`config.mk`:
```
export PLATFORM = sky130hd
export DESIGN_NAME = mrf_formatter
export DESIGN_NICKNAME = d
export VERILOG_FILES = /design/src/mrf_pkg.sv /design/src/mrf_hex_ascii.sv /design/src/mrf_status_builder.sv /design/src/mrf_formatter.sv
export VERILOG_INCLUDE_DIRS = /design/src /design/src/src
export SDC_FILE = /design/constraint.sdc
export NUM_CORES = 1
export LEC_CHECK = 0
export BUFFER_PORTS_ARGS = -buffer_cell sky130_fd_sc_hd__buf_2
export CELL_PAD_IN_SITES_DETAIL_PLACEMENT = 0
export CELL_PAD_IN_SITES_GLOBAL_PLACEMENT = 1
export CORE_UTILIZATION = 25
export DETAILED_ROUTE_END_ITERATION = 8
export PLACE_DENSITY_LB_ADDON = 0.1
export SLEW_MARGIN = 10
export SYNTH_ARGS = -nofsm -noshare
export SYNTH_HDL_FRONTEND = slang
export SYNTH_SLANG_ARGS = --single-unit
export TNS_END_PERCENT = 30
```
`constraint.sdc`:
```
create_clock -name clk_sys_in -period 4.22 [get_ports clk_sys_in]
set_clock_uncertainty 0.15 [all_clocks]
set_input_delay 0.422 -clock clk_sys_in [delete_from_list [all_inputs] [get_ports clk_sys_in]]
set_output_delay 0.422 -clock clk_sys_in [all_outputs]
set_load 0.005 [all_outputs]
```
`src/mrf_defines.svh`:
```
// constants for the multidrop response formatter
`ifndef MRF_DEFINES_SVH
`define MRF_DEFINES_SVH

// ----
// timing
// ----
`define MRF_LATENCY_MS 200
`define MRF_CLK_HZ 100000000
`define MRF_CNT_W 25

// ----
// identity and reset values
// ----
`define MRF_GAS_BCD 12'h310
`define MRF_ID_RST 16'h0168
`define MRF_CTRL_RST 7'h06
`define MRF_MAP_USE 16'h0FFF
`define MRF_MAP_RST {16'h0800, 16'h0400, 16'h0200, 16'h0100, 16'h0080, 16'h0040, \
    16'h0020, 16'h0010, 16'h0008, 16'h0004, 16'h0002, 16'h0001}
`define MRF_UNIT_LSB 13

// ----
// register byte addresses
// ----
`define MRF_A_CTRL 8'h00
`define MRF_A_DEV_ID 8'h04
`define MRF_A_GAS_ID 8'h08
`define MRF_A_STATUS 8'h0C
`define MRF_A_IRQ_STAT 8'h10
`define MRF_A_IRQ_MASK 8'h14
`define MRF_A_ENGINE 8'h18
`define MRF_A_MAP0 8'h40
`define MRF_A_MAP_END 8'h70

// ----
// interrupt bits and characters
// ----
`define MRF_IRQ_W 3
`define MRF_IRQ_DONE 0
`define MRF_IRQ_DROP 1
`define MRF_IRQ_ACC 2
`define MRF_CH_STX 7'h02
`define MRF_CH_ETX 7'h03
`define MRF_CH_CR 7'h0D
`define MRF_CH_SP 7'h20
`define MRF_CH_ZERO 7'h30
`define MRF_CH_ALPHA 7'h37
`define MRF_BODY_LAST 3'h7
`define MRF_GAS_CHARS 3'h3

`endif

```
`src/mrf_pkg.sv`:
```
// types shared by the multidrop response formatter
package mrf_pkg;
    // ----
    // modes, framings and units
    // ----
    typedef enum logic [1:0] {RM_CMD, RM_BLOCK, RM_TEXT, RM_RSVD} mrf_resp_mode_t;
    typedef enum logic [1:0] {FR_PLAIN, FR_BLOCK, FR_TEXT, FR_RSVD} mrf_frame_t;
    typedef enum logic [1:0] {
        UNIT_MICROGRAMS_PER_M3, UNIT_MILLIGRAMS_PER_M3, UNIT_PARTS_PER_BILLION, UNIT_PARTS_PER_MILLION
    } mrf_unit_t;

    // ----
    // carriers
    // ----
    typedef struct packed {
        mrf_unit_t unit;
        mrf_resp_mode_t mode;
        logic serial_port_b_en;
        logic serial_port_a_en;
        logic proto_v2;
    } mrf_ctrl_t;

    typedef struct packed {
        logic [15:0] id;
        logic port_b;
        mrf_frame_t enc;
    } mrf_cmd_t;

    typedef struct packed {
        logic [6:0] char;
        logic parity;
        logic port_b;
    } mrf_tx_t;
endpackage

```
`src/mrf_hex_ascii.sv`:
```
// one nibble to one ascii hex digit
`timescale 1ns/1ps
`default_nettype none
`include "mrf_defines.svh"
module mrf_hex_ascii (
    input wire logic [3:0] nib_in,
    output logic [6:0] char_out
);
    // digits and upper-case letters
    assign char_out = ((nib_in < 4'hA) ? `MRF_CH_ZERO : `MRF_CH_ALPHA) + {3'h0, nib_in};
endmodule
`default_nettype wire

```
`src/mrf_status_builder.sv`:
```
// status word assembly from a flag snapshot and a bit mapping
`timescale 1ns/1ps
`default_nettype none
`include "mrf_defines.svh"
module mrf_status_builder
    import mrf_pkg::*;
(
    input wire logic clk_sys_in,
    input wire logic rst_n_in,
    input wire logic snap_in,
    input wire logic [11:0] flags_in,
    input wire logic [11:0][15:0] maps_in,
    input wire mrf_unit_t unit_in,
    output logic [15:0] status_out
);
    logic [15:0] status_r;
    logic [15:0] status_nxt;
    logic [15:0] acc;

    // ----
    // mapping
    // ----
    // any active flag lights every bit it maps to; unit bits and spares are kept out
    always_comb begin
        acc = 16'h0000;
        for (int i = 0; i < 12; i++) begin
            if (flags_in[i]) begin
                acc = acc | (maps_in[i] & `MRF_MAP_USE);
            end
        end
        acc[`MRF_UNIT_LSB +: 2] = unit_in;
        status_nxt = snap_in ? acc : status_r;
    end

    // one snapshot per reply, so a reply never mixes two moments
    always_ff @(posedge clk_sys_in or negedge rst_n_in) begin
        if (!rst_n_in) begin
            status_r <= 16'h0000;
        end else begin
            status_r <= status_nxt;
        end
    end

    assign status_out = status_r;
endmodule
`default_nettype wire

```
`src/mrf_formatter.sv`:
```
// multidrop response formatter: register slave, latency timer and reply framer
//
// Behaviour
// a reply starts 200 ms after its command
// the host paces commands to the reply latency
// one control bit picks protocol version 1 or version 2
// each of the two serial ports has its own multidrop enable
// the version choice is shared by both serial ports
// command-following mode frames each reply like its triggering command
// block mode sends start, body, end and a two-digit block check
// text mode puts a carriage return before and after every reply
// the gas code 310 is part of every reply
// every reply carries the sixteen-bit status word
// warning flags default to bits 0001 through 0080
// operational flags default to bits 0100 through 0800
// bits 13 and 14 carry the unit; 1000 and 8000 stay spare
// a bit shared by several flags is set if any is active
// the device has its own id, 360 after reset, used for addressing
// the device never speaks unasked and answers only its own id
// link characters are seven bits with even parity, half duplex
// the block check is the xor of all reply characters, in hex
// flags are sampled once per reply as one coherent snapshot
`timescale 1ns/1ps
`default_nettype none
`include "mrf_defines.svh"
module mrf_formatter
    import mrf_pkg::*;
#(
    parameter int unsigned P_LATENCY_CYCLES = `MRF_LATENCY_MS * (`MRF_CLK_HZ / 1000)
) (
    input wire logic clk_sys_in,
    input wire logic rst_n_in,
    input wire logic [7:0] avs_address_in,
    input wire logic avs_read_in,
    input wire logic avs_write_in,
    input wire logic [31:0] avs_writedata_in,
    output logic [31:0] avs_readdata_out,
    output logic avs_waitrequest_out,
    input wire logic cmd_valid_in,
    input wire mrf_cmd_t cmd_in,
    input wire logic [11:0] flags_in,
    input wire logic tx_ready_in,
    output logic tx_valid_out,
    output mrf_tx_t tx_out,
    output logic busy_out,
    output logic proto_v2_out,
    output logic irq_out
);
    typedef enum logic [2:0] {
        ST_IDLE, ST_WAIT, ST_LEAD, ST_BODY, ST_TRAIL, ST_CHK_HI, ST_CHK_LO
    } mrf_state_t;

    // ----
    // register state
    // ----
    mrf_ctrl_t ctrl_r, ctrl_nxt;
    logic [15:0] dev_id_r, dev_id_nxt;
    logic [11:0][15:0] map_r, map_nxt;
    logic [`MRF_IRQ_W-1:0] irq_stat_r, irq_stat_nxt;
    logic [`MRF_IRQ_W-1:0] irq_mask_r, irq_mask_nxt;
    logic irq_r, irq_nxt;
    logic ack_r, ack_nxt;
    logic wait_r, wait_nxt;
    logic [31:0] rdata_r, rdata_nxt;
    logic v2_r, v2_nxt;

    // ----
    // engine state
    // ----
    mrf_state_t st_r, st_nxt;
    logic [`MRF_CNT_W-1:0] cnt_r, cnt_nxt;
    mrf_frame_t frame_r, frame_nxt;
    logic port_b_r, port_b_nxt;
    logic [2:0] idx_r, idx_nxt;
    logic [6:0] chk_r, chk_nxt;
    logic tx_valid_r, tx_valid_nxt;
    mrf_tx_t tx_r, tx_nxt;
    logic busy_r, busy_nxt;

    logic snap;
    logic ev_done;
    logic ev_drop;
    logic ev_acc;
    logic id_match;
    logic port_on;
    logic [15:0] status_word;
    logic [35:0] nibs;
    logic [8:0][6:0] hex_ch;
    logic [6:0] body_ch;
    logic [6:0] cur_ch;
    logic [7:0] map_off;
    logic [3:0] map_idx;
    logic map_hit;

    // ----
    // status word and hex digits
    // ----
    mrf_status_builder u_status (
        .clk_sys_in(clk_sys_in),
        .rst_n_in(rst_n_in),
        .snap_in(snap),
        .flags_in(flags_in),
        .maps_in(map_r),
        .unit_in(ctrl_r.unit),
        .status_out(status_word)
    );

    // gas code, status word and block check, most significant nibble first
    assign nibs = {`MRF_GAS_BCD, status_word, 1'b0, chk_r}; // see

    for (genvar k = 0; k < 9; k++) begin : g_hex
        mrf_hex_ascii u_hex (
            .nib_in(nibs[35 - 4 * k -: 4]),
            .char_out(hex_ch[k])
        );
    end

    // ----
    // character selection
    // ----
    // body: three gas digits, a space, four status digits
    always_comb begin
        if (idx_r < `MRF_GAS_CHARS) begin
            body_ch = hex_ch[idx_r];
        end else if (idx_r == `MRF_GAS_CHARS) begin
            body_ch = `MRF_CH_SP;
        end else begin
            body_ch = hex_ch[idx_r - 3'h1];
        end
    end

    // delimiters depend on the framing fixed when the command was taken
    always_comb begin
        unique case (st_r)
            ST_LEAD: cur_ch = (frame_r == FR_BLOCK) ? `MRF_CH_STX : `MRF_CH_CR; // see
            ST_TRAIL: cur_ch = (frame_r == FR_BLOCK) ? `MRF_CH_ETX : `MRF_CH_CR; // see
            ST_CHK_HI: cur_ch = hex_ch[7];
            ST_CHK_LO: cur_ch = hex_ch[8];
            default: cur_ch = body_ch;
        endcase
    end

    // ----
    // command filter
    // ----
    // only commands carrying this id on an enabled port start a reply
    assign id_match = cmd_valid_in && (cmd_in.id == dev_id_r); // see
    assign port_on = cmd_in.port_b ? ctrl_r.serial_port_b_en : ctrl_r.serial_port_a_en;

    // ----
    // reply engine, next state
    // ----
    always_comb begin
        st_nxt = st_r;
        cnt_nxt = cnt_r;
        frame_nxt = frame_r;
        port_b_nxt = port_b_r;
        idx_nxt = idx_r;
        chk_nxt = chk_r;
        tx_valid_nxt = tx_valid_r;
        tx_nxt = tx_r;
        snap = 1'b0;
        ev_done = 1'b0;
        ev_acc = 1'b0;
        // a command for us while a reply is pending is dropped, not queued
        ev_drop = id_match && (st_r != ST_IDLE);
        unique case (st_r)
            ST_IDLE: begin
                if (id_match && port_on) begin
                    ev_acc = 1'b1;
                    st_nxt = ST_WAIT;
                    cnt_nxt = `MRF_CNT_W'(P_LATENCY_CYCLES - 1);
                    port_b_nxt = cmd_in.port_b;
                    unique case (ctrl_r.mode)
                        RM_BLOCK: frame_nxt = FR_BLOCK;
                        RM_TEXT: frame_nxt = FR_TEXT;
                        default: frame_nxt = (cmd_in.enc == FR_RSVD) ? FR_PLAIN : cmd_in.enc;
                    endcase
                end
            end
            ST_WAIT: begin
                if (cnt_r == '0) begin
                    // flags are frozen here for the whole reply
                    snap = 1'b1;
                    idx_nxt = 3'h0;
                    chk_nxt = 7'h00;
                    st_nxt = (frame_r == FR_PLAIN) ? ST_BODY : ST_LEAD;
                end else begin
                    cnt_nxt = cnt_r - `MRF_CNT_W'(1);
                end
            end
            default: begin
                if (!tx_valid_r) begin
                    tx_valid_nxt = 1'b1;
                    tx_nxt.char = cur_ch;
                    tx_nxt.parity = ^cur_ch;
                    tx_nxt.port_b = port_b_r;
                    if (st_r != ST_CHK_HI && st_r != ST_CHK_LO) begin
                        chk_nxt = chk_r ^ cur_ch;
                    end
                end else if (tx_ready_in) begin
                    tx_valid_nxt = 1'b0;
                    unique case (st_r)
                        ST_LEAD: st_nxt = ST_BODY;
                        ST_BODY: begin
                            if (idx_r != `MRF_BODY_LAST) begin
                                idx_nxt = idx_r + 3'h1;
                            end else if (frame_r == FR_PLAIN) begin
                                st_nxt = ST_IDLE;
                                ev_done = 1'b1;
                            end else begin
                                st_nxt = ST_TRAIL;
                            end
                        end
                        ST_TRAIL: begin
                            if (frame_r == FR_BLOCK) begin
                                st_nxt = ST_CHK_HI;
                            end else begin
                                st_nxt = ST_IDLE;
                                ev_done = 1'b1;
                            end
                        end
                        ST_CHK_HI: st_nxt = ST_CHK_LO;
                        default: begin
                            st_nxt = ST_IDLE;
                            ev_done = 1'b1;
                        end
                    endcase
                end
            end
        endcase
        // half duplex: the port is ours from acceptance to the last character
        busy_nxt = (st_nxt != ST_IDLE);
    end

    // reply engine registers
    always_ff @(posedge clk_sys_in or negedge rst_n_in) begin
        if (!rst_n_in) begin
            st_r <= ST_IDLE;
            cnt_r <= '0;
            frame_r <= FR_PLAIN;
            port_b_r <= 1'b0;
            idx_r <= 3'h0;
            chk_r <= 7'h00;
            tx_valid_r <= 1'b0;
            tx_r <= '0;
            busy_r <= 1'b0;
        end else begin
            st_r <= st_nxt;
            cnt_r <= cnt_nxt;
            frame_r <= frame_nxt;
            port_b_r <= port_b_nxt;
            idx_r <= idx_nxt;
            chk_r <= chk_nxt;
            tx_valid_r <= tx_valid_nxt;
            tx_r <= tx_nxt;
            busy_r <= busy_nxt;
        end
    end

    // ----
    // register bus, next state
    // ----
    assign map_off = avs_address_in - `MRF_A_MAP0;
    assign map_idx = map_off[5:2];
    assign map_hit = (avs_address_in >= `MRF_A_MAP0) && (avs_address_in < `MRF_A_MAP_END)
        && (avs_address_in[1:0] == 2'h0);

    // one wait cycle per access: data is prepared, then waitrequest drops
    always_comb begin
        ctrl_nxt = ctrl_r;
        dev_id_nxt = dev_id_r;
        map_nxt = map_r;
        irq_mask_nxt = irq_mask_r;
        rdata_nxt = rdata_r;
        irq_stat_nxt = irq_stat_r;
        ack_nxt = (avs_read_in || avs_write_in) && !ack_r;
        wait_nxt = !ack_nxt;
        if (avs_read_in && !ack_r) begin
            rdata_nxt = 32'h0000_0000;
            if (map_hit) begin
                rdata_nxt[15:0] = map_r[map_idx];
            end else begin
                unique case (avs_address_in)
                    `MRF_A_CTRL: rdata_nxt[6:0] = ctrl_r;
                    `MRF_A_DEV_ID: rdata_nxt[15:0] = dev_id_r;
                    `MRF_A_GAS_ID: rdata_nxt[11:0] = `MRF_GAS_BCD;
                    `MRF_A_STATUS: rdata_nxt[15:0] = status_word;
                    `MRF_A_IRQ_STAT: rdata_nxt[`MRF_IRQ_W-1:0] = irq_stat_r;
                    `MRF_A_IRQ_MASK: rdata_nxt[`MRF_IRQ_W-1:0] = irq_mask_r;
                    `MRF_A_ENGINE: rdata_nxt[3:0] = {busy_r, st_r};
                    default: rdata_nxt = 32'h0000_0000;
                endcase
            end
        end
        if (avs_write_in && ack_r) begin
            if (map_hit) begin
                map_nxt[map_idx] = avs_writedata_in[15:0] & `MRF_MAP_USE; // see
            end else begin
                unique case (avs_address_in)
                    // one version bit serves both ports
                    `MRF_A_CTRL: ctrl_nxt = avs_writedata_in[6:0]; // see
                    `MRF_A_DEV_ID: dev_id_nxt = avs_writedata_in[15:0];
                    `MRF_A_IRQ_STAT: irq_stat_nxt = irq_stat_r & ~avs_writedata_in[`MRF_IRQ_W-1:0];
                    `MRF_A_IRQ_MASK: irq_mask_nxt = avs_writedata_in[`MRF_IRQ_W-1:0];
                    default: ;
                endcase
            end
        end
        // events are applied after the clear so a same-cycle event survives
        if (ev_done) begin
            irq_stat_nxt[`MRF_IRQ_DONE] = 1'b1;
        end
        if (ev_drop) begin
            irq_stat_nxt[`MRF_IRQ_DROP] = 1'b1;
        end
        if (ev_acc) begin
            irq_stat_nxt[`MRF_IRQ_ACC] = 1'b1;
        end
        irq_nxt = |(irq_stat_nxt & irq_mask_nxt);
        v2_nxt = ctrl_nxt.proto_v2;
    end

    // register bus registers
    always_ff @(posedge clk_sys_in or negedge rst_n_in) begin
        if (!rst_n_in) begin
            ctrl_r <= `MRF_CTRL_RST;
            dev_id_r <= `MRF_ID_RST;
            map_r <= `MRF_MAP_RST; // see
            irq_stat_r <= '0;
            irq_mask_r <= '0;
            irq_r <= 1'b0;
            ack_r <= 1'b0;
            wait_r <= 1'b1;
            rdata_r <= 32'h0000_0000;
            v2_r <= 1'b0;
        end else begin
            ctrl_r <= ctrl_nxt;
            dev_id_r <= dev_id_nxt;
            map_r <= map_nxt;
            irq_stat_r <= irq_stat_nxt;
            irq_mask_r <= irq_mask_nxt;
            irq_r <= irq_nxt;
            ack_r <= ack_nxt;
            wait_r <= wait_nxt;
            rdata_r <= rdata_nxt;
            v2_r <= v2_nxt;
        end
    end

    // ----
    // outputs
    // ----
    assign avs_readdata_out = rdata_r;
    assign avs_waitrequest_out = wait_r;
    assign tx_valid_out = tx_valid_r;
    assign tx_out = tx_r;
    assign busy_out = busy_r;
    assign proto_v2_out = v2_r;
    assign irq_out = irq_r;
endmodule
`default_nettype wire

```
Word level (Yosys, flattened, before mapping)
Index checks and enable logic that the tools add are counted.
Storage, ports and cells
  bits in registers: 308
  logic and storage cells: 227
  input port bits: 77
Cells by class
  eq/ne operators: 25
  order comparisons: 13
  add/subtract/negate cells: 10
  bitwise gates (word level): 19
  multiplexer cells: 86
  reductions and logical operators: 38
Operators by type and width (number)
  2-to-1 mux 16 bit: 14
  bitwise mux 192 bit: 1
  bitwise OR 16 x 12 -> 16 bit: 11
  2-to-1 mux 3 bit: 24
  binary-select mux 16 bit (select 4 bit): 1
  demux 16 bit (select 4 bit): 1
  2-to-1 mux 25 bit: 2
  one-hot mux 25 bit (2 select lines): 1
  2-to-1 mux 7 bit: 7
  binary-select mux 7 bit (select 3 bit): 2
  adder 7 x 4 -> 7 bit: 5
  one-hot mux 7 bit (4 select lines): 1
  logical NOT 25 bit: 1
  subtractor 25 x 1 -> 25 bit, second input constant: 1
  == test 8 x 5 -> 1 bit, second input constant: 3
  one-hot mux 3 bit (4 select lines): 2
  < comparator 4 bit, second input constant: 5
  one-hot mux 3 bit (6 select lines): 1
  2-to-1 mux 1 bit: 17
  == test 16 bit: 1
  == test 8 x 4 -> 1 bit, second input constant: 2
  one-hot mux 5 bit (3 select lines): 1
  one-hot mux 7 bit (2 select lines): 1
  2-to-1 mux 12 bit: 1
  46 further kinds: 85

Longest topological paths before layout
Gate-level depths: netlist of run 1.
  depth after elaboration: 23
  depth in mapped cells: 13
  depth with buffers taken out: 13

Hierarchy
Synthesis of run 1 repeated with hierarchy kept, for this count alone.
Unflattened totals
  cells, all modules: 1360
  area total of the unflattened synthesis: 15240.9 sq um
By module, submodules not included
  mrf_formatter: area an instance 12836.1 sq um, sequential area each 6129.6 sq um, cells each 1073, instances 1
  mrf_status_builder: area an instance 1252.5 sq um, sequential area each 350.3 sq um, cells each 142, instances 1
  mrf_hex_ascii (g_hex[0].u_hex ...): area an instance 127.6 sq um, sequential area each 0.0 sq um, cells each 16, instances 8
  mrf_hex_ascii (g_hex[8].u_hex): area an instance 131.4 sq um, sequential area each 0.0 sq um, cells each 17, instances 1

Least setup slack after synthesis of run 1
OpenSTA, ideal clock, no wires.
  path type: register -> register
  from: register u_status.status_r[1] (netlist: u_status.status_out[1])
  to: register tx_r (netlist bit tx_out[1])
  setup slack: 1.244 ns
  stages on the path, launching flop included: 12
  arrival time: 2.695 ns
  buffers on the path: 0
  setup time: 0.131 ns
  path through: dfrtp_1 -> o21a_1 -> ha_1 -> inv_1 -> fa_1 -> mux4_2 -> a211oi_1 -> o22ai_1 -> xor2_1 -> xnor3_1 -> xor2_1 -> o21ai_1
On the way
  word-level cells in the longest chain between the ends: 9
  elaborated cells between the ends (all ways): 11
  those cells by class: 1 x add/sub; 1 x order compare; 8 x mux; 1 x reduce/logical
Ends and longest elaborated chain
  from (decl): RTL line mrf_status_builder.sv:16  | logic [15:0] status_r;
  from (signal assigned): RTL line mrf_status_builder.sv:40  | status_r <= status_nxt;
  < comparator 4 bit: RTL line mrf_hex_ascii.sv:10  | assign char_out = ((nib_in < 4'hA) ? `MRF_CH_ZERO : `MRF_CH_ALPHA) + {3'h0, nib_in};
  2-to-1 mux 3 bit (no line)
  adder 7 x 4 -> 7 bit *: RTL line mrf_hex_ascii.sv:10
  binary-select mux 7 bit (select 3 bit): RTL line mrf_formatter.sv:128  | body_ch = hex_ch[idx_r - 3'h1];
  2-to-1 mux 7 bit (not written as such): RTL line mrf_formatter.sv:128
  2-to-1 mux 7 bit: RTL line mrf_formatter.sv:125  | end else if (idx_r == `MRF_GAS_CHARS) begin
  2-to-1 mux 7 bit *: RTL line mrf_formatter.sv:123  | if (idx_r < `MRF_GAS_CHARS) begin
  one-hot mux 7 bit (4 select lines) *: RTL line mrf_formatter.sv:134  | unique case (st_r)
  XOR reduction 7 bit *: RTL line mrf_formatter.sv:196  | tx_nxt.parity = ^cur_ch;
  to (signal assigned): RTL line mrf_formatter.sv:256  | tx_r <= tx_nxt;
  to (decl): RTL line mrf_formatter.sv:77  | mrf_tx_t tx_r, tx_nxt;
Every way passes the cells marked *; elsewhere a longest branch is shown, timed or not. The select of a mux whose other input is x is not followed.
A chain may end at the register's enable or synchronous reset.

Worst setup path in the final report of run 1
  from: register u_status.status_r[7] (netlist: u_status.status_out[7])
  to: register tx_r (netlist bit tx_out[1])
Same word-level chain as after synthesis.

==> results by group, run 1 <==
Outcome
  – Outcome: finished, final reports clean

Placed design
  – DP HPWL: 34.6 mm
  – IO Port Bufs: 90
  – Placed inst area: 0.0153 mm^2
  – Gpl congestion: 0.769
  – Pre-CTS setup slack: 756 ps

Yosys
  – Netlist cell types: 70
  – Primary FF master, synth: dfrtp_1
  – Yosys reg bits: 258
  – Synthesis Warnings: 0
  – Post-synth EDFFs: 0
  – Largest cells by area after synthesis: dfrtp_1 43%, mux2_2 15%, mux4_2 6.1%, dfstp_2 3.6%, nand2_1 2.3%
  – Ys async rst share: 1.00
  – Mapped cell area: 0.0139 mm^2
  – Synth area leader: dfrtp_1
  – Syn Inst Count: 1211
  – Post-synthesis sequential area ratio: 0.465
  – Synth top area share: 0.429
  – Avg Synthesized Cell Area: 11.5 um^2

CTS
  – Clk pin slew, worst setup/hold paths: 60 ps
  – CTS tree: yes
  – CTS Sinks: 258
  – CTS Buffer Depth: 3
  – Root buffer cell: clkbuf_16
  – H-tree Lvls: 2
  – CTS buffer count: 35
  – Clk_lat worst skew: 550 ps

Floorplanning
  – Core region area: 0.0551 mm^2
  – Io pins: 123
  – DIE AREA: 0.0567 mm^2
  – Initial core utilization: 0.253
  – Row count: 86
  – Height of the die: 238 um
  – Die width: 238 um

Routing
  – Routed vias: 10200
  – Initial DRC count: 664
  – Post-route ant nets: 0
  – Drt wl/cell: 24.3 um
  – Routed WL: 50.8 mm
  – Vias/cell: 4.88
  – Pre-antenna DRT Iters: 5
  – # DRC: 0

Cells and area
  – Design area: 0.0165 mm^2
  – Fin nets: 1409
  – Layout cells sized above 1: 0.335
  – FILL cells: 5797
  – Synth-to-layout area growth: 18.4%
  – Final core occ: 0.300

Timing
  – Max-slew violation count: 0
  – Final period utilization: 0.813
  – Final worst setup slack: 788 ps
  – Fmax: 291 MHz
  – Slew HR: 0.315
  – Hold Vio Cnt, Final: 0
  – Crit path time final: 3430 ps
  – Setup_tns: 0 ps
  – Worst-margin pin slew: 1020 ps
  – Final setup violation count: 0
  – RSZ-0062 raised after global routing: false

Worst setup path
  – CP Data Required Time: 4460 ps
  – CP max FO: 6
  – WS Path Type: flip-flop to flip-flop
  – Crit path capture type: flip-flop
  – Critical Path AT: 3670 ps
  – Startpoint types: flip-flop

Global route
  – Initial antenna violation count: 3
  – Tot GR Track Use: 0.182
  – Total grt overflow: 0
  – Vias in the first global route: 10500
  – Largest net degree at the start of global routing: 73
  – First-pass GRT wire length: 74.7 mm

Pwr
  – Pwr dens: 438 mW/mm^2
  – Leak pwr: 0.00729 uW
  – Max IR drop VDD: 0.258 mV

Run
  – Max Cap Viol: 0

Hold path
  – HP Class: input port to flip-flop
==> sequential cells by signal (all words and copies together), names as in the netlist, 6 cells and up <==
name                 count
map_r                  144
cnt_r                   25
avs_readdata_out        16
dev_id_r                16
u_status.status_out     14
tx_out                   9
chk_r                    7
ctrl_r                   6
==> where the power goes <==
part	leakage, uW	internal, uW	switching (uW)	total, uW
Combinational	0.00338	625	924	1550
Sequential	0.00338	2640	167	2810
Clock	0.000538	1700	1170	2880
Total	0.00729	4970	2260	7230
==> Yosys cell counts (5+ instances only) <==
| library cell | instances |
|---|---|
| clkbuf_1 | 50 |
| nor2_1 | 58 |
| dfstp_2 | 19 |
| nor4_1 | 7 |
| a221oi_1 | 26 |
| nand4_1 | 16 |
| o22ai_1 | 18 |
| o21a_1 | 11 |
| mux4_2 | 38 |
| or3_1 | 10 |
| buf_1 | 6 |
| mux2i_1 | 18 |
| nor2b_1 | 10 |
| mux2_2 | 184 |
| buf_4 | 17 |
| a22oi_1 | 35 |
| buf_2 | 19 |
| nand3_1 | 11 |
| dfrtp_1 | 239 |
| a22o_1 | 24 |
| a21oi_1 | 40 |
| xnor2_1 | 24 |
| ha_1 | 15 |
| nand2b_1 | 13 |
| inv_1 | 43 |
| a21o_1 | 6 |
| nor3_1 | 17 |
| a211oi_1 | 7 |
| o21ai_0 | 50 |
| xor2_1 | 25 |
| nand2_1 | 84 |
| or4_1 | 5 |
==> timing repair <==
item                      CTS  global route
buffers inserted            0             0
hold endpoints to repair   70             0
gates resized for setup     0             0
hold buffers                6             0
==> path summary, 6_finish.rpt <==
path,from,end,slack (ps),cells past startpoint
max,u_status.status_out[7],tx_out[1],790,12
max in group asynchronous,rst_n_in,map_r[187],2660,3
min,avs_read_in,avs_waitrequest_out,50,3
max reg2reg,u_status.status_out[7],tx_out[1],790,12
min reg2reg,avs_readdata_out[3],avs_readdata_out[3],330,2
min in group asynchronous,rst_n_in,tx_out[6],290,2
==> worst max-delay path, cell delays in order (launching register included) <==
cell      delay (ps)
dfrtp_1          460
inv_1            120
nor2_1           210
ha_1             200
inv_1             60
fa_1             430
mux4_2           450
a211oi_1         280
o22ai_1          230
xor2_1           200
xnor3_1          250
xor2_1           170
o21ai_1           70
==> metrics by stage <==
step                hold slack (ps)  power (uW)  cells
detailed placement              310        4420   2018
CTS                            17.6        7390   2088
global route                   64.3        7650   2088
floorplan                     -23.6        3860   1226
global placement                316        4420   2018
finish                         50.9        7230   2090
==> cells by family after synthesis <==
logic type,Yosys count,share of synthesized area
flip-flops,258,0.465
AND/OR/NAND/NOR,256,0.0920
AO/OA/AOI/OAI,250,0.125
multiplexers,240,0.223
buffers and inverters,137,0.0438
XOR/XNOR,50,0.0324
adder cells (fa/ha/maj),19,0.0192
other,1,0.000269
==> area by class of cell <==
cell class / count / area (um^2) / share of cell area
multi-input combinational: 831 / 6920 / 0.419
sequential: 258 / 6480 / 0.392
clock buffer: 57 / 1050 / 0.0636
tap: 748 / 936 / 0.0567
timing repair buffer: 144 / 908 / 0.0550
inverter: 43 / 161 / 0.00978
clock inverter: 7 / 52.6 / 0.00318
antenna: 2 / 5.00 / 0.000303
==> layout by cell type (no fill, tap or decap), drive strengths merged, types with 5 or more instances in the layout <==
cell and count:
a221oi 26, mux4 38, o21ai 54, nand4 16, mux2 184, nor3 19
clkbuf 57, inv 44, nor4 9, a211oi 9, a22o 24, dlygate4sd3 6
nand2 84, o21a 11, mux2i 18, nand3 11, or4 7, nor2b 10
ha 15, dfstp 19, clkinv 5, xor2 25, buf 138, or3 10
o22ai 18, xnor2 24, a21o 6, nand2b 13, a22oi 35, a21oi 40
conb 16, nor2 60, dfrtp 239
==> routing by layer <==
layer	vias up	wire, um	global-route usage
met3	73	2200	0.0294
li1	4648	-	-
met5	-	12	0
met2	238	24600	0.302
met1	5243	22600	0.241
met4	2	1330	0.0587
Note: power is estimated with default switching activity, not from simulation.
==> run 2, diff against run 1 <==
==> constraint.sdc (replaced) <==
create_clock -name clk_sys_in -period 2.8 [get_ports clk_sys_in]
set_clock_uncertainty 0.15 [all_clocks]
set_input_delay 0.28 -clock clk_sys_in [delete_from_list [all_inputs] [get_ports clk_sys_in]]
set_output_delay 0.28 -clock clk_sys_in [all_outputs]
set_load 0.005 [all_outputs]
==> run 2 against run 1 <==
Net effect: die area did not move; the flow now finishes with violations (setup timing); count of clock-buffer cells in the layout fell by 3; global-route usage rose by 0.90 points; critical path depth fell by 1; sequential share of layout area fell by 3.4 points; clock power rose by 55%; highest routed layer is now met4; worst hold slack got worse by 24 ps; first-iteration DRC count rose by 6.2%.
==> results by group, run 2 (synthesis gave the netlist of run 1 again) <==
Timing
  – Max-slew violation count: 0 (unchanged)
  – Final period utilization: 1.09 (was 0.813)
  – Crit path time final: 3050 ps (was 3430 ps)
  – Hold Vio Cnt, Final: 0 (unchanged)
  – Final worst setup slack: -252 ps (was 788 ps)
  – Final setup violation count: 20 (was 0)
  – Slew HR: 0.326 (was 0.315)
  – Worst-margin pin slew: 1010 ps (was 1020 ps)
  – RSZ-0062 raised after global routing: true (was false)
  – Final Hold Slack: 27.2 ps (was 50.9 ps)
  – Fmax: 328 MHz (was 291 MHz)

Placed design
  – Placed inst area: 0.0165 mm^2 (was 0.0153 mm^2)
  – Gpl congestion: 0.792 (was 0.769)
  – DP HPWL: 37.7 mm (was 34.6 mm)
  – Pre-CTS setup slack: -239 ps (was 756 ps)
  – IO Port Bufs: 90 (unchanged)

Floorplanning
  – Initial core utilization: 0.253 (unchanged)
  – Core region area: 0.0551 mm^2 (unchanged)
  – Height of the die: 238 um (unchanged)
  – DIE AREA: 0.0567 mm^2 (unchanged)
  – Die width: 238 um (unchanged)
  – Row count: 86 (unchanged)
  – Io pins: 123 (unchanged)

Routing
  – Pre-antenna DRT Iters: 6 (was 5)
  – Initial DRC count: 705 (was 664)
  – Vias/cell: 4.89 (was 4.88)
  – Routed vias: 10900 (was 10200)
  – Post-route ant nets: 0 (unchanged)
  – Routed WL: 53.6 mm (was 50.8 mm)
  – Drt wl/cell: 24.1 um (was 24.3 um)
  – # DRC: 0 (unchanged)

Cells and area
  – Max reg flops: 144 (unchanged)
  – Fin nets: 1549 (was 1409)
  – Commonest non-fill, non-tap cell in the layout: dfrtp_1 (unchanged)
  – Commonest non-fill, non-tap cells in the layout: 239 x dfrtp_1, 182 x mux2_2, 159 x buf_4, 88 x buf_2, 77 x nand2_1 (was 239 x dfrtp_1, 184 x mux2_2, 88 x buf_2, 84 x nand2_1, 58 x nor2_1)
  – Final core occ: 0.328 (was 0.300)
  – Biggest regs: map_r (144), cnt_r (25) (unchanged)
  – Design area: 0.0181 mm^2 (was 0.0165 mm^2)
  – Inserted Diodes: 0 (was 2)
  – Largest Register: map_r (unchanged)
  – Synth-to-layout area growth: 29.6% (was 18.4%)
  – Layout cells sized above 1: 0.423 (was 0.335)

CTS
  – CTS tree: yes (unchanged)
  – CTS Sinks: 258 (unchanged)
  – CTS buffer count: 36 (was 35)
  – Clk_lat worst skew: 560 ps (was 550 ps)
  – Root buffer cell: clkbuf_16 (unchanged)
  – H-tree Lvls: 2 (unchanged)
  – Clk pin slew, worst setup/hold paths: 60 ps (about the same)
  – CTS Buffer Depth: 3 (unchanged)

Worst setup path
  – CP Data Required Time: 3070 ps (was 4460 ps)
  – WS Path Type: flip-flop to flip-flop (unchanged)
  – CP max FO: 3 (was 6)
  – Crit path capture type: flip-flop (unchanged)
  – Critical Path AT: 3320 ps (was 3670 ps)
  – Startpoint types: flip-flop (unchanged)

Global route
  – Initial antenna violation count: 0 (was 3)
  – Vias in the first global route: 11400 (was 10500)
  – Largest net degree at the start of global routing: 70 (was 73)
  – First-pass GRT wire length: 78.7 mm (was 74.7 mm)
  – Tot GR Track Use: 0.191 (was 0.182)
  – Total grt overflow: 0 (unchanged)

Run
  – Max Cap Viol: 0 (unchanged)

Hold path
  – HP Class: input port to flip-flop (unchanged)

Pwr
  – Leak pwr: 0.00816 uW (was 0.00729 uW)
  – Overall power: 11700 uW (was 7230 uW)
  – Max IR drop VDD: 0.334 mV (was 0.258 mV)
  – Pwr dens: 650 mW/mm^2 (was 438 mW/mm^2)

Outcome
  – Violated checks: setup timing
  – Outcome: finished, violations left (was finished, final reports clean)
run 2: cell types whose count changed in the layout (fill, tap and decap cells not counted), sizes merged:
| cell | delta |
|---|---|
| dlygate4sd3 | +3 |
| clkbuf | -1 |
| inv | +1 |
| bufinv | +1 |
| diode | -2 |
| clkinvlp | +1 |
| buf | +134 |
| clkinv | -3 |
run 2: critical path, stage by stage, from the launching register on:
cell	delay [ps]
dfrtp_1	370
o21a_1	220
ha_2	190
inv_2	50
fa_1	410
mux4_2	490
a211oi_2	240
o22ai_2	120
xor2_1	180
xnor3_1	280
xor2_1	170
o21ai_1	70
run 2: path summary, 6_finish.rpt:
check | from | to | slack [ps] | depth (start not counted)
worst max-delay path | u_status.status_out[2] | tx_out[1] | -250 | 11
max in group asynchronous | rst_n_in | map_r[170] | 1440 | 3
min in group asynchronous | rst_n_in | tx_out[4] | 130 | 2
worst max register to register | u_status.status_out[2] | tx_out[1] | -250 | 11
worst min-delay path | avs_writedata_in[7] | map_r[71] | 30 | 2
worst min register to register | avs_readdata_out[8] | avs_readdata_out[8] | 330 | 2
run 2: cell type report:
cell class                 count  area (um^2)
fill                        5666        37000
sequential                   258         6480
tap                          748          936
timing repair buffer         283         2210
multi-input combinational    831         7160
clock inverter                 7         95.1
clock buffer                  54         1030
inverter                      43          161
run 2: power breakdown:
part           internal (uW)  switching [uW]  leakage (uW)
sequential              3980             195       0.00338
combinational           1390            1710       0.00424
clock                   2640            1820      0.000540
run 2: metal layers:
metal / GRT usage / wire length (um) / vias to the layer above
met3: 0.0345 / 2330 / 93
met2: 0.316 / 25900 / 276
met5: 0 / 0 / -
li1: - / - / 4929
met4: 0.0637 / 1590 / 0
met1: 0.251 / 23800 / 5583
run 2: through the flow:
stage / TNS (ps) / cells
final: -1200 / 2224
after floorplan: -73.3 / 1226
after detailed placement: -1770 / 2147
after global placement: -1910 / 2147
after CTS: -709 / 2218
after global routing: -3940 / 2224
run 2: timing repair:
item | CTS | global route
buffers inserted | 1 | 6
hold buffers | 9 | 0
cloned | 0 | 2
pin swaps | 4 | 18
setup endpoints to repair | 37 | 49
endpoints found under the hold margin | 72 | 0
gates resized for setup | 15 | 46
